**config.mk**
```make
export PLATFORM = sky130hd
export DESIGN_NAME = fsq_host
export DESIGN_NICKNAME = d
export VERILOG_FILES = /design/src/fsq_pkg_unused_guard.sv /design/src/fsq_pkg.sv /design/src/fsq_bus_cycle.sv /design/src/fsq_host.sv
export SDC_FILE = /design/constraint.sdc
export NUM_CORES = 1
export LEC_CHECK = 0
export BUFFER_PORTS_ARGS = -buffer_cell sky130_fd_sc_hd__buf_2
export CORE_MARGIN = 8
export CORE_UTILIZATION = 25
export CTS_CLUSTER_SIZE = 14
export DETAILED_ROUTE_END_ITERATION = 12
export PLACE_DENSITY = 0.44
export SYNTH_ARGS = -nofsm -noshare
export SYNTH_HDL_FRONTEND = slang
export SYNTH_SLANG_ARGS = --single-unit
```
**constraint.sdc**
```tcl
create_clock -name i_clock -period 15.5 [get_ports i_clock]
set_input_delay 0.775 -clock i_clock [delete_from_list [all_inputs] [get_ports i_clock]]
set_output_delay 0.775 -clock i_clock [all_outputs]
set_load 0.02 [all_outputs]
```
**src/fsq_pkg_unused_guard.sv**
```systemverilog
// intentionally empty: no further content
`timescale 1ns/1ns
`default_nettype none
`default_nettype wire

```
**src/fsq_pkg.sv**
```systemverilog
// constants and types shared by the flash command sequencer host
package fsq_pkg;
  localparam int ADDR_W        = 21;
  localparam int DATA_W        = 16;
  localparam int CLK_NS        = 4;
  localparam int T_SETUP_NS    = 20;
  localparam int T_WPULSE_NS   = 40;
  localparam int T_HOLD_NS     = 20;
  localparam int T_ACCESS_NS   = 70;
  localparam int T_SUSPEND_NS  = 20000;
  localparam int SYNC_LAG      = 2;
  localparam int SETUP_CYC     = (T_SETUP_NS + CLK_NS - 1) / CLK_NS;
  localparam int WPULSE_CYC    = (T_WPULSE_NS + CLK_NS - 1) / CLK_NS;
  localparam int HOLD_CYC      = (T_HOLD_NS + CLK_NS - 1) / CLK_NS;
  localparam int ACCESS_CYC    = (T_ACCESS_NS + CLK_NS - 1) / CLK_NS + SYNC_LAG;
  localparam int SUSPEND_CYC   = (T_SUSPEND_NS + CLK_NS - 1) / CLK_NS;
  localparam int CNT_W         = 8;
  localparam int SUSP_W        = 13;
  localparam logic [CNT_W-1:0] SETUP_LD  = CNT_W'(SETUP_CYC - 1);
  localparam logic [CNT_W-1:0] WPULSE_LD = CNT_W'(WPULSE_CYC - 1);
  localparam logic [CNT_W-1:0] HOLD_LD   = CNT_W'(HOLD_CYC - 1);
  localparam logic [CNT_W-1:0] ACCESS_LD = CNT_W'(ACCESS_CYC - 1);
  localparam logic [ADDR_W-1:0] UNLOCK_ADDR1   = 21'h000555;
  localparam logic [ADDR_W-1:0] UNLOCK_ADDR2   = 21'h0002aa;
  localparam logic [ADDR_W-1:0] DONT_CARE_ADDR = 21'h000000;
  localparam logic [ADDR_W-1:0] SECTOR_MASK    = 21'h1ff000;
  localparam logic [DATA_W-1:0] CMD_UNLOCK1    = 16'h00aa;
  localparam logic [DATA_W-1:0] CMD_UNLOCK2    = 16'h0055;
  localparam logic [DATA_W-1:0] CMD_PROGRAM    = 16'h00a0;
  localparam logic [DATA_W-1:0] CMD_ERASE_SET  = 16'h0080;
  localparam logic [DATA_W-1:0] CMD_CHIP_ERASE = 16'h0010;
  localparam logic [DATA_W-1:0] CMD_SECT_ERASE = 16'h0030;
  localparam logic [DATA_W-1:0] CMD_SUSPEND    = 16'h00b0;
  localparam logic [DATA_W-1:0] CMD_RESUME     = 16'h0030;
  localparam logic [DATA_W-1:0] CMD_BYP_ENTER  = 16'h0020;
  localparam logic [DATA_W-1:0] CMD_BYP_RESET1 = 16'h0090;
  localparam logic [DATA_W-1:0] CMD_BYP_RESET2 = 16'h0000;
  localparam logic [DATA_W-1:0] CMD_RESET      = 16'h00f0;
  localparam int TOGGLE_BIT  = 6;
  localparam int TIMEOUT_BIT = 5;
  typedef enum logic [3:0] {
    OP_READ, OP_PROGRAM, OP_CHIP_ERASE, OP_SECTOR_ERASE, OP_SUSPEND,
    OP_RESUME, OP_BYPASS_ENTER, OP_BYPASS_RESET, OP_RESET
  } fsq_op_t;
  typedef enum logic [2:0] {E_IDLE, E_SETUP, E_PULSE, E_HOLD, E_READ, E_GAP} fsq_eng_state_t;
  typedef enum logic [2:0] {ST_IDLE, ST_SEQ, ST_POLL1, ST_POLL2, ST_SUSP_WAIT} fsq_state_t;
endpackage : fsq_pkg

```
**src/fsq_bus_cycle.sv**
```systemverilog
// one write or read cycle on the flash strobe bus
`timescale 1ns/1ns
`default_nettype none
module fsq_bus_cycle
  import fsq_pkg::*;
(
  input  wire logic              i_clock,
  input  wire logic              i_rst_n,
  input  wire logic              i_req,
  input  wire logic              i_write,
  input  wire logic [ADDR_W-1:0] i_addr,
  input  wire logic [DATA_W-1:0] i_wdata,
  output logic                   o_idle,
  output logic                   o_done,
  output logic      [DATA_W-1:0] o_rdata,
  output logic                   o_flash_ce_n,
  output logic                   o_flash_we_n,
  output logic                   o_flash_oe_n,
  output logic      [ADDR_W-1:0] o_flash_addr,
  output logic      [DATA_W-1:0] o_flash_dq_out,
  output logic                   o_flash_dq_oe,
  input  wire logic [DATA_W-1:0] i_flash_dq
);
  typedef struct packed {
    fsq_eng_state_t    st;
    logic [CNT_W-1:0]  cnt;
    logic              ce_n;
    logic              we_n;
    logic              oe_n;
    logic              dq_oe;
    logic [ADDR_W-1:0] addr;
    logic [DATA_W-1:0] wdata;
    logic [DATA_W-1:0] rdata;
    logic              done;
    logic [DATA_W-1:0] dq_s1;
    logic [DATA_W-1:0] dq_s2;
  } fsq_eng_s_t;

  localparam fsq_eng_s_t ENG_RST = '{st: E_IDLE, cnt: '0, ce_n: 1'b1, we_n: 1'b1, oe_n: 1'b1,
                                     dq_oe: 1'b0, addr: '0, wdata: '0, rdata: '0, done: 1'b0,
                                     dq_s1: '0, dq_s2: '0};
  fsq_eng_s_t r_r;
  fsq_eng_s_t r_nxt;

  always_comb begin
    r_nxt = r_r;
    r_nxt.done = 1'b0;
    r_nxt.dq_s1 = i_flash_dq;
    r_nxt.dq_s2 = r_r.dq_s1;
    if (r_r.cnt != '0) begin
      r_nxt.cnt = r_r.cnt - CNT_W'(1);
    end
    unique case (r_r.st)
      E_IDLE: if (i_req) begin
        // chip enable falls first so the write strobe falls last and latches the address
        r_nxt.addr = i_addr;
        r_nxt.wdata = i_wdata;
        r_nxt.ce_n = 1'b0;
        if (i_write) begin
          r_nxt.dq_oe = 1'b1;
          r_nxt.cnt = SETUP_LD;
          r_nxt.st = E_SETUP;
        end else begin
          r_nxt.oe_n = 1'b0;
          r_nxt.cnt = ACCESS_LD;
          r_nxt.st = E_READ;
        end
      end
      E_SETUP: if (r_r.cnt == '0) begin
        r_nxt.we_n = 1'b0;
        r_nxt.cnt = WPULSE_LD;
        r_nxt.st = E_PULSE;
      end
      E_PULSE: if (r_r.cnt == '0) begin
        // write strobe rises before chip enable, data still driven
        r_nxt.we_n = 1'b1;
        r_nxt.cnt = HOLD_LD;
        r_nxt.st = E_HOLD;
      end
      E_HOLD: if (r_r.cnt == '0) begin
        r_nxt.ce_n = 1'b1;
        r_nxt.dq_oe = 1'b0;
        r_nxt.done = 1'b1;
        r_nxt.cnt = HOLD_LD;
        r_nxt.st = E_GAP;
      end
      E_READ: if (r_r.cnt == '0) begin
        // access time includes the synchroniser lag
        r_nxt.rdata = r_r.dq_s2;
        r_nxt.ce_n = 1'b1;
        r_nxt.oe_n = 1'b1;
        r_nxt.done = 1'b1;
        r_nxt.cnt = HOLD_LD;
        r_nxt.st = E_GAP;
      end
      E_GAP: if (r_r.cnt == '0) begin
        r_nxt.st = E_IDLE;
      end
    endcase
  end

  always_ff @(posedge i_clock or negedge i_rst_n) begin
    if (!i_rst_n) begin
      r_r <= ENG_RST;
    end else begin
      r_r <= r_nxt;
    end
  end

  assign o_idle         = (r_r.st == E_IDLE);
  assign o_done         = r_r.done;
  assign o_rdata        = r_r.rdata;
  assign o_flash_ce_n   = r_r.ce_n;
  assign o_flash_we_n   = r_r.we_n;
  assign o_flash_oe_n   = r_r.oe_n;
  assign o_flash_addr   = r_r.addr;
  assign o_flash_dq_out = r_r.wdata;
  assign o_flash_dq_oe  = r_r.dq_oe;
endmodule : fsq_bus_cycle
`default_nettype wire

```
**src/fsq_host.sv**
```systemverilog
// host controller that issues program and erase command sequences to a parallel flash
// How it works
// - normal program is unlock, unlock, program setup, then address and data write.
// - chip erase is six writes ending with the chip erase code.
// - sector erase is six writes ending with sector address and erase code.
// - one sector per erase order; an order given before completion is refused, except a suspend while a sector erase is polled.
`timescale 1ns/1ns
`default_nettype none
module fsq_host
  import fsq_pkg::*;
#(
  parameter int SUSP_WAIT_CYC = SUSPEND_CYC
) (
  input  wire logic              i_clock,
  input  wire logic              i_nrst,
  input  wire logic              i_start,
  input  wire fsq_op_t           i_op,
  input  wire logic [ADDR_W-1:0] i_addr,
  input  wire logic [DATA_W-1:0] i_data,
  input  wire logic              i_accel_req,
  output logic                   o_ready,
  output logic                   o_done,
  output logic                   o_refused,
  output logic                   o_fail,
  output logic      [DATA_W-1:0] o_rdata,
  output logic                   o_bypass,
  output logic                   o_suspended,
  output logic                   o_high_program_voltage,
  output logic                   o_flash_ce_n,
  output logic                   o_flash_we_n,
  output logic                   o_flash_oe_n,
  output logic      [ADDR_W-1:0] o_flash_addr,
  output logic      [DATA_W-1:0] o_flash_dq_out,
  output logic                   o_flash_dq_oe,
  input  wire logic [DATA_W-1:0] i_flash_dq
);
  typedef struct packed {
    fsq_state_t        st;
    fsq_op_t           op;
    logic [2:0]        idx;
    logic              sent;
    logic [ADDR_W-1:0] addr;
    logic [DATA_W-1:0] data;
    logic              byp_op;
    logic              bit6;
    logic              t5;
    logic              fail;
    logic              done;
    logic              refused;
    logic              bypass;
    logic              accel;
    logic              suspended;
    logic              erase_run;
    logic [DATA_W-1:0] rdata;
    logic [SUSP_W-1:0] susp_cnt;
  } fsq_host_s_t;

  logic [1:0]        rst_q;
  logic              rst_n;
  fsq_host_s_t       r_r;
  fsq_host_s_t       r_nxt;
  logic              eng_idle;
  logic              eng_done;
  logic [DATA_W-1:0] eng_rdata;
  logic              eng_req;
  logic              eng_write;
  logic [ADDR_W+DATA_W-1:0] cur_word;
  logic              susp_ok;
  logic              allowed;
  logic              byp_eff;

  always_ff @(posedge i_clock or negedge i_nrst) begin
    if (!i_nrst) begin
      rst_q <= 2'h0;
    end else begin
      rst_q <= {rst_q[0], 1'b1};
    end
  end
  assign rst_n = rst_q[1];

  function automatic logic [2:0] seq_last(input fsq_op_t op, input logic byp);
    case (op)
      OP_PROGRAM:                     seq_last = byp ? 3'h1 : 3'h3;
      OP_CHIP_ERASE, OP_SECTOR_ERASE: seq_last = 3'h5;
      OP_BYPASS_ENTER:                seq_last = 3'h2;
      OP_BYPASS_RESET:                seq_last = 3'h1;
      default:                        seq_last = 3'h0;
    endcase
  endfunction : seq_last

  function automatic logic [ADDR_W+DATA_W-1:0] seq_word(input fsq_op_t op, input logic byp, input logic [2:0] idx,
                                           input logic [ADDR_W-1:0] a, input logic [DATA_W-1:0] d);
    seq_word = {DONT_CARE_ADDR, CMD_RESET};
    case (op)
      OP_PROGRAM: begin
        if (byp) begin
          seq_word = (idx == 3'h0) ? {DONT_CARE_ADDR, CMD_PROGRAM} : {a, d};
        end else begin
          case (idx)
            3'h0:    seq_word = {UNLOCK_ADDR1, CMD_UNLOCK1};
            3'h1:    seq_word = {UNLOCK_ADDR2, CMD_UNLOCK2};
            3'h2:    seq_word = {UNLOCK_ADDR1, CMD_PROGRAM};
            default: seq_word = {a, d};
          endcase
        end
      end
      OP_CHIP_ERASE, OP_SECTOR_ERASE: begin
        case (idx)
          3'h0, 3'h3: seq_word = {UNLOCK_ADDR1, CMD_UNLOCK1};
          3'h1, 3'h4: seq_word = {UNLOCK_ADDR2, CMD_UNLOCK2};
          3'h2:       seq_word = {UNLOCK_ADDR1, CMD_ERASE_SET};
          default:    seq_word = (op == OP_CHIP_ERASE) ? {UNLOCK_ADDR1, CMD_CHIP_ERASE}
                                                       : {a & SECTOR_MASK, CMD_SECT_ERASE};
        endcase
      end
      OP_BYPASS_ENTER: begin
        case (idx)
          3'h0:    seq_word = {UNLOCK_ADDR1, CMD_UNLOCK1};
          3'h1:    seq_word = {UNLOCK_ADDR2, CMD_UNLOCK2};
          default: seq_word = {UNLOCK_ADDR1, CMD_BYP_ENTER};
        endcase
      end
      OP_BYPASS_RESET: seq_word = {DONT_CARE_ADDR, (idx == 3'h0) ? CMD_BYP_RESET1 : CMD_BYP_RESET2};
      OP_SUSPEND:      seq_word = {DONT_CARE_ADDR, CMD_SUSPEND};
      OP_RESUME:       seq_word = {DONT_CARE_ADDR, CMD_RESUME};
      OP_READ:         seq_word = {a, d};
      default:         seq_word = {DONT_CARE_ADDR, CMD_RESET};
    endcase
  endfunction : seq_word

  assign byp_eff  = r_r.bypass | r_r.accel;
  assign cur_word = seq_word(r_r.op, r_r.byp_op, r_r.idx, r_r.addr, r_r.data);
  // a suspend is only meaningful while a sector erase is being polled
  assign susp_ok  = i_start && (i_op == OP_SUSPEND) && (r_r.st == ST_POLL1) && !r_r.sent && r_r.erase_run
                    && ((r_r.op == OP_SECTOR_ERASE) || (r_r.op == OP_RESUME));
  assign eng_write = (r_r.st == ST_SEQ) && (r_r.op != OP_READ);
  assign eng_req   = ((r_r.st == ST_SEQ) || (r_r.st == ST_POLL1) || (r_r.st == ST_POLL2))
                     && !r_r.sent && eng_idle && !susp_ok;

  always_comb begin
    allowed = 1'b0;
    if (byp_eff) begin
      allowed = (i_op == OP_PROGRAM) || (i_op == OP_BYPASS_RESET) || (i_op == OP_READ);
    end else if (r_r.suspended) begin
      // bypass entry and erase orders are never sent while suspended
      allowed = (i_op == OP_READ) || (i_op == OP_PROGRAM) || (i_op == OP_RESUME) || (i_op == OP_RESET);
    end else begin
      allowed = (i_op != OP_SUSPEND) && (i_op != OP_RESUME) && (i_op != OP_BYPASS_RESET);
    end
  end

  always_comb begin
    r_nxt = r_r;
    r_nxt.done = 1'b0;
    r_nxt.refused = 1'b0;
    r_nxt.accel = i_accel_req;
    if (eng_req) begin
      r_nxt.sent = 1'b1;
    end
    if (i_start && (r_r.st != ST_IDLE) && !susp_ok) begin
      r_nxt.refused = 1'b1;
    end
    unique case (r_r.st)
      ST_IDLE: if (i_start) begin
        if (allowed) begin
          r_nxt.op = i_op;
          r_nxt.addr = i_addr;
          r_nxt.data = i_data;
          r_nxt.byp_op = byp_eff;
          r_nxt.idx = 3'h0;
          r_nxt.sent = 1'b0;
          r_nxt.fail = 1'b0;
          r_nxt.st = ST_SEQ;
          if (i_op == OP_RESUME) begin
            r_nxt.suspended = 1'b0;
          end
        end else begin
          r_nxt.refused = 1'b1;
        end
      end
      ST_SEQ: if (r_r.sent && eng_done) begin
        r_nxt.sent = 1'b0;
        if (r_r.idx != seq_last(r_r.op, r_r.byp_op)) begin
          r_nxt.idx = r_r.idx + 3'h1;
        end else begin
          r_nxt.st = ST_IDLE;
          r_nxt.done = 1'b1;
          case (r_r.op)
            OP_PROGRAM, OP_CHIP_ERASE, OP_SECTOR_ERASE, OP_RESUME: begin
              // no wait is inserted: the device times the operation itself
              r_nxt.st = ST_POLL1;
              r_nxt.done = 1'b0;
              r_nxt.t5 = 1'b0;
              if (r_r.op == OP_SECTOR_ERASE) begin
                r_nxt.erase_run = 1'b1;
              end
            end
            OP_SUSPEND: begin
              r_nxt.st = ST_SUSP_WAIT;
              r_nxt.done = 1'b0;
              r_nxt.susp_cnt = '0;
            end
            OP_READ:         r_nxt.rdata = eng_rdata;
            OP_BYPASS_ENTER: r_nxt.bypass = 1'b1;
            OP_BYPASS_RESET: r_nxt.bypass = 1'b0;
            default:         r_nxt.bypass = r_r.bypass;
          endcase
        end
      end
      ST_POLL1: begin
        if (susp_ok) begin
          r_nxt.op = OP_SUSPEND;
          r_nxt.idx = 3'h0;
          r_nxt.st = ST_SEQ;
        end else if (r_r.sent && eng_done) begin
          r_nxt.sent = 1'b0;
          r_nxt.bit6 = eng_rdata[TOGGLE_BIT];
          r_nxt.st = ST_POLL2;
        end
      end
      ST_POLL2: if (r_r.sent && eng_done) begin
        r_nxt.sent = 1'b0;
        r_nxt.st = ST_POLL1;
        if (eng_rdata[TOGGLE_BIT] == r_r.bit6) begin
          // toggle stopped: finished, device is reading array data again
          r_nxt.st = ST_IDLE;
          r_nxt.done = 1'b1;
          r_nxt.rdata = eng_rdata;
          r_nxt.erase_run = 1'b0;
        end else if (eng_rdata[TIMEOUT_BIT]) begin
          // toggle may stop just as the flag rises, so confirm once more
          if (r_r.t5) begin
            r_nxt.fail = 1'b1;
            r_nxt.erase_run = 1'b0;
            r_nxt.op = OP_RESET;
            r_nxt.idx = 3'h0;
            r_nxt.st = ST_SEQ;
          end else begin
            r_nxt.t5 = 1'b1;
          end
        end
      end
      ST_SUSP_WAIT: begin
        if (r_r.susp_cnt == SUSP_W'(SUSP_WAIT_CYC - 1)) begin
          r_nxt.suspended = 1'b1;
          r_nxt.done = 1'b1;
          r_nxt.st = ST_IDLE;
        end else begin
          r_nxt.susp_cnt = r_r.susp_cnt + SUSP_W'(1);
        end
      end
    endcase
  end

  always_ff @(posedge i_clock or negedge rst_n) begin
    if (!rst_n) begin
      r_r <= '{st: ST_IDLE, op: OP_READ, default: '0};
    end else begin
      r_r <= r_nxt;
    end
  end

  fsq_bus_cycle u_cycle (
    .i_clock        (i_clock),
    .i_rst_n        (rst_n),
    .i_req          (eng_req),
    .i_write        (eng_write),
    .i_addr         (r_r.st == ST_SEQ ? cur_word[ADDR_W+DATA_W-1:DATA_W] : r_r.addr),
    .i_wdata        (cur_word[DATA_W-1:0]),
    .o_idle         (eng_idle),
    .o_done         (eng_done),
    .o_rdata        (eng_rdata),
    .o_flash_ce_n   (o_flash_ce_n),
    .o_flash_we_n   (o_flash_we_n),
    .o_flash_oe_n   (o_flash_oe_n),
    .o_flash_addr   (o_flash_addr),
    .o_flash_dq_out (o_flash_dq_out),
    .o_flash_dq_oe  (o_flash_dq_oe),
    .i_flash_dq     (i_flash_dq)
  );

  assign o_ready                = (r_r.st == ST_IDLE);
  assign o_done                 = r_r.done;
  assign o_refused              = r_r.refused;
  assign o_fail                 = r_r.fail;
  assign o_rdata                = r_r.rdata;
  assign o_bypass               = byp_eff;
  assign o_suspended            = r_r.suspended;
  assign o_high_program_voltage = r_r.accel;

  logic       we_q;
  logic [2:0] we_cnt;
  logic       seq_to_poll;
  always_ff @(posedge i_clock or negedge rst_n) begin
    if (!rst_n) begin
      we_q <= 1'b1;
      we_cnt <= 3'h0;
    end else begin
      we_q <= o_flash_we_n;
      if (r_r.st == ST_IDLE) begin
        we_cnt <= 3'h0;
      end else if (o_flash_we_n && !we_q) begin
        we_cnt <= we_cnt + 3'h1;
      end
    end
  end
  assign seq_to_poll = (r_r.st == ST_SEQ) && (r_nxt.st == ST_POLL1);
endmodule : fsq_host
`default_nettype wire

```
# Word level (Yosys, flattened, before mapping)
# Cells that the tools add are included.
word_totals:
  reg_bits: 190
  in_bits: 61
  out_inout_bits: 64
op_classes:
  n_addsub: 3
  n_eq_ne: 61
  mux: 99
  bitwise: 3
  n_reduce_logical: 69
ops:
  columns: ["cell", "n"]
  rows:
  - ["37-bit case mux with 7 select lines", 1]
  - ["37-bit case mux with 3 select lines", 2]
  - ["37-bit two-way mux", 3]
  - ["49-bit two-way mux", 2]
  - ["30-bit two-way mux", 2]
  - ["27-bit case mux with 2 select lines", 1]
  - ["11-bit two-way mux", 4]
  - ["39-bit two-way mux", 1]
  - ["1-bit two-way mux", 35]
  - ["17-bit case mux with 2 select lines", 1]
  - ["16-bit two-way mux", 2]
  - ["2-bit by 1-bit inequality test with 1-bit output, second input constant", 16]
  - ["8-bit case mux with 4 select lines", 1]
  - ["3-bit two-way mux", 10]
  - ["3-bit case mux with 5 select lines", 2]
  - ["4-bit by 3-bit == test with 1-bit output, second input constant", 7]
  - ["13-bit two-way mux", 2]
  - ["13-bit case mux with 2 select lines", 1]
  - ["12-bit two-way mux", 2]
  - ["2-bit inequality test, second input constant", 11]
  - ["21-bit two-way mux", 1]
  - ["7-bit AND reduction", 3]
  - ["3-bit by 2-bit == test with 1-bit output, second input constant", 6]
  - ["9-bit two-way mux", 2]
  - ["other kinds (47)", 117]

# Logic depth before layout (Yosys ltp)
depth:
  word_depth: 12
  depth_mapped: 11
  mapped_depth_nobuf: 11

# By module
# From an unflattened synthesis, not the netlist that was laid out.
unflattened:
  cells_unflattened: 871
  area_unflattened_um2: 9411.5
by_module_without_submodules:
  columns: ["module", "instances", "cells_each", "area_each_um2", "seq_area_each_um2"]
  rows:
  - ["fsq_host", 1, 491, 5256.3, 2227.1]
  - ["fsq_bus_cycle", 1, 380, 4155.2, 2531.2]

# Least setup slack after synthesis
# Ideal clock, no wire load.
synth_path:
  kind: "input port to flip-flop"
  start: "input i_op[1]"
  end: "register r_r[80] (netlist name)"
  setup_time_ns: 0.084
  arrival_time_ns: 2.464
  slack_ns: 12.952
  path_stages: 6
  n_path_buf: 0
  path_cell_list: "mux2_2 o221a_2 o311a_1 a211oi_1 nand4_1 o21ai_0"
synth_via:
  elab_chain_len: 8
  word_cells_on_any_way: 26
  cone_classes: "eq/ne: 10; mux: 2; reduce/logical: 14"
synth_lines:
  columns: ["item", "line_no", "text"]
  rows:
  - ["start, declared", "fsq_host.sv:17", "input wire fsq_op_t i_op,"]
  - ["4-bit by 1-bit == test with 1-bit output (tied with other cells)", "fsq_host.sv:143, fsq_host.sv:146", null]
  - ["1-bit logical OR / 1-bit logical AND (equally long branches) (3 in a row)", "fsq_host.sv:146, fsq_host.sv:134", null]
  - ["1-bit two-way mux / 1-bit logical AND (equally long branches)", "fsq_host.sv:144, fsq_host.sv:134", null]
  - ["1-bit two-way mux / 1-bit logical AND (equally long branches)", "fsq_host.sv:142, fsq_host.sv:135", null]
  - ["2-bit by 1-bit inequality test with 1-bit output (no line) / 2-bit inequality test (equally long branches)", null, null]
  - ["8-bit AND reduction (no line) (*)", null, null]
  - ["end signal, assigned", "fsq_host.sv:259", "r_r <= r_nxt;"]
  - ["end, declared", "fsq_host.sv:60", "fsq_host_s_t r_r;"]
# Mark *: on every way between the ends. The rest lies on a longest branch, timed or not.
# A chain may end at the register's enable or synchronous reset.

# Worst setup path in the final report
layout_path:
  start: "register u_cycle.r_r[90] (netlist name)"
  end: "register u_cycle.r_r (netlist bit u_cycle.o_rdata[7])"
layout_via:
  elab_chain_len: 2
layout_lines:
  columns: ["item", "line_no", "text"]
  rows:
  - ["start, declared", "fsq_bus_cycle.sv:42", "fsq_eng_s_t r_r;"]
  - ["start signal, assigned", "fsq_bus_cycle.sv:106", "r_r <= r_nxt;"]
  - ["8-bit logical NOT", "fsq_bus_cycle.sv:87", "E_READ: if (r_r.cnt == '0) begin"]
  - ["2-bit AND reduction (no line)", null, null]
# No other way between the ends.

==> out/metrics.csv <==
metric;value;unit
Post-synth EDFFs;0;
Ys Warns;0;
Iteration-0 DRC Markers;299;
# IOs;125;
Synth async-reset ratio;100;%
post-synthesis register bit count;190;
TNS Setup;0;ps
Setup crit start;u_cycle.r_r[90];
max-slew violations;0;
final hold viol count;0;
post-synthesis sequential area ratio;54.1;%
most frequent cells in the layout;dfrtp_1, buf_2, mux2_2;
VDD IR max;73.6;uV
outcome;finished clean;
crit path max fanout;17;
Netlist cell types;79;
Remaining Overflow, GRT;0;
Rel. slew slack;26.0;%
Simple-Gate Fraction of Synth Area;12.1;%
RSZ-0062 raised after global routing;false;
setup violators final;0;
R2R cell count;6;
Avg Vias per Cell;4.57;
Yosys top cell by area;dfrtp_1;
Arr. time, crit path;3460;ps
Max Cap Viol;0;
synth top area cells;dfrtp_1, mux2_2, buf_4, nand2_1, o21ai_0;
P&R area growth vs syn;14.3;%
fmax;0.318;GHz
Detailed Route WL;22900;um
CTS Root Cell;clkbuf_16;
Initial Utilization;25.4;%
setup bufs post-CTS;0;
Layout Nets;915;
Synth Area per Inst;11.2;um2
clock tree buffer depth;2;
Post-Synthesis Net Count;854;
CTS tree;built;
WS Path Type;flip-flop to flip-flop;
die area;0.0414;mm2
cell count after placement;1281;
LEAKAGE;4.75;nW
Reg clk slew, reported paths;80;ps
vias in the first global route;6164;
# fillers;3619;
Cells after Synth;784;
post-synthesis compound-gate area fraction;14.6;%
drt drc;0;
Vert. Die Dim;204;um
post-synthesis mux area share;10.0;%
clk sink count;190;
Worst EP required;15820;ps
commonest non-fill, non-tap cell in the layout;dfrtp_1;
share of cells above drive strength 1;29.7;%
GR Util All Layers;11.3;%
HP Class;input port to async pin;
Min Clock Period, post-route;3140;ps
routability cong.;0.794;
largest family of logic cells by synthesized area;compound AO/OA/AOI/OAI gates;
Worst-Margin Slew;1110;ps
die width;204;um
post-cts resize count;0;
fin cells;1314;
adder-cell share of the synthesized area;1.39;%
Post-Syn Area;0.00880;mm2
total CTS buffers;17;
CORE AREA;0.0346;mm2
reg2reg setup slack;12360;ps
post-synthesis xor/xnor area fraction;0.697;%
largest net degree at the start of global routing;75;
crit path launch type;flip-flop;
main flop type after synthesis;dfrtp_1;
initial antenna violation count;1;
Synth top area share;53.2;%
Worst Clk Skew;12.1;ps
H-tree depth;4;
Final HPWL DP;16200;um
drt pass-1 iters;5;
via count;6002;
FF-to-FF Start;u_cycle.r_r[90];
Port Buffers;124;
first-pass GRT wire length;36500;um
Rows;68;
Post-DRT Antenna Nets;0;
critical path endpoint category;flip-flop;
average wire per standard cell;17.5;um
clk_lat worst skew;440;ps
Final Cycle Share;20.3;%
Hold Buf Count CTS;0;
PwrDens;95.4;mW/mm2
FF-to-FF End;u_cycle.o_rdata[7];
per-layer routing:
layer  vias to the layer above  global-route usage [%]  part of all wire, %
met5                         -                       0                    0
met4                         0                    3.29                  1.2
met3                        13                    3.79                  5.9
met2                       136                    16.8                   45
met1                      2956                    15.4                   48
li1                       2897                       -                    -
worst max path at each step:
| stage | endpoint |
|---|---|
| final | u_cycle.o_rdata[7] |
| after global placement | r_r[52] |
| after floorplan | o_done |
| after detailed placement | r_r[67] |
| after CTS | u_cycle.o_rdata[7] |
| after global routing | u_cycle.o_rdata[6] |
cells by family after synthesis:
| logic type | Yosys count |
|---|---|
| AND/OR/NAND/NOR | 212 |
| flip-flops | 190 |
| AO/OA/AOI/OAI | 184 |
| buffers and inverters | 105 |
| multiplexers | 75 |
| adder cells (fa/ha/maj) | 10 |
| XOR/XNOR | 7 |
| other | 1 |
worst max-delay path, stage by stage, from the launching register on:
cell      delay [ps]
dfrtp_1          420
inv_1            140
ha_1             230
nand3b_1         150
nor3_1           610
nand3_1          900
mux2_2           560
metrics by stage:
step | total power, mW | area [um2] | utilization, % | hold slack (ps) | setup WS [ps]
final | 0.959 | 10100 | 29.0 | 110 | 12360
after global routing | 1.00 | 10000 | 29.0 | 79.4 | 11970
after CTS | 0.980 | 10000 | 29.0 | 79.8 | 12150
after detailed placement | 0.536 | 9480 | 27.4 | 335 | 12060
after global placement | 0.535 | 9480 | 27.4 | 332 | 12100
after floorplan | 0.521 | 8800 | - | 331 | 9820
sequential cells by signal, indices dropped and copies added (netlist names), 2 cells and up:
signal / flops
u_cycle.o_rdata: 16
u_cycle.r_r: 27
r_r: 66
rst_q: 2
o_rdata: 16
u_cycle.o_flash_dq_out: 16
u_cycle.o_flash_addr: 21
u_cycle.r_nxt: 16
power breakdown:
| group | total, mW | internal (mW) | switching, mW |
|---|---|---|---|
| logic | 0.0205 | 0.00733 | 0.0132 |
| registers | 0.504 | 0.500 | 0.00359 |
| clock network | 0.434 | 0.230 | 0.204 |
cell type report:
cell class | instances | area [um2] | share of cell area [%]
clock buffers | 20 | 447 | 4.44
inverters | 19 | 71.3 | 0.709
multi-input cells | 489 | 3430 | 34.1
flip-flops and latches | 190 | 4760 | 47.4
repair buffers | 128 | 651 | 6.47
diodes | 1 | 2.50 | 0.0249
clock inverters | 12 | 120 | 1.19
well taps | 455 | 569 | 5.66
cells in the mapped netlist (all sizes together), types with 4 or more instances:
master	count
a211o	4
a211oi	9
a21o	5
a21oi	35
a221oi	6
a22o	21
a22oi	4
a31oi	11
and3	8
buf	59
clkbuf	27
dfrtp	187
ha	9
inv	18
mux2	74
nand2	64
nand2b	8
nand3	16
nand3b	4
nand4	5
nor2	45
nor2b	7
nor3	22
nor3b	6
o21ai	47
o21bai	4
o31ai	5
or3	5
xor2	4
No activity file was read; power rests on OpenSTA's default activity.
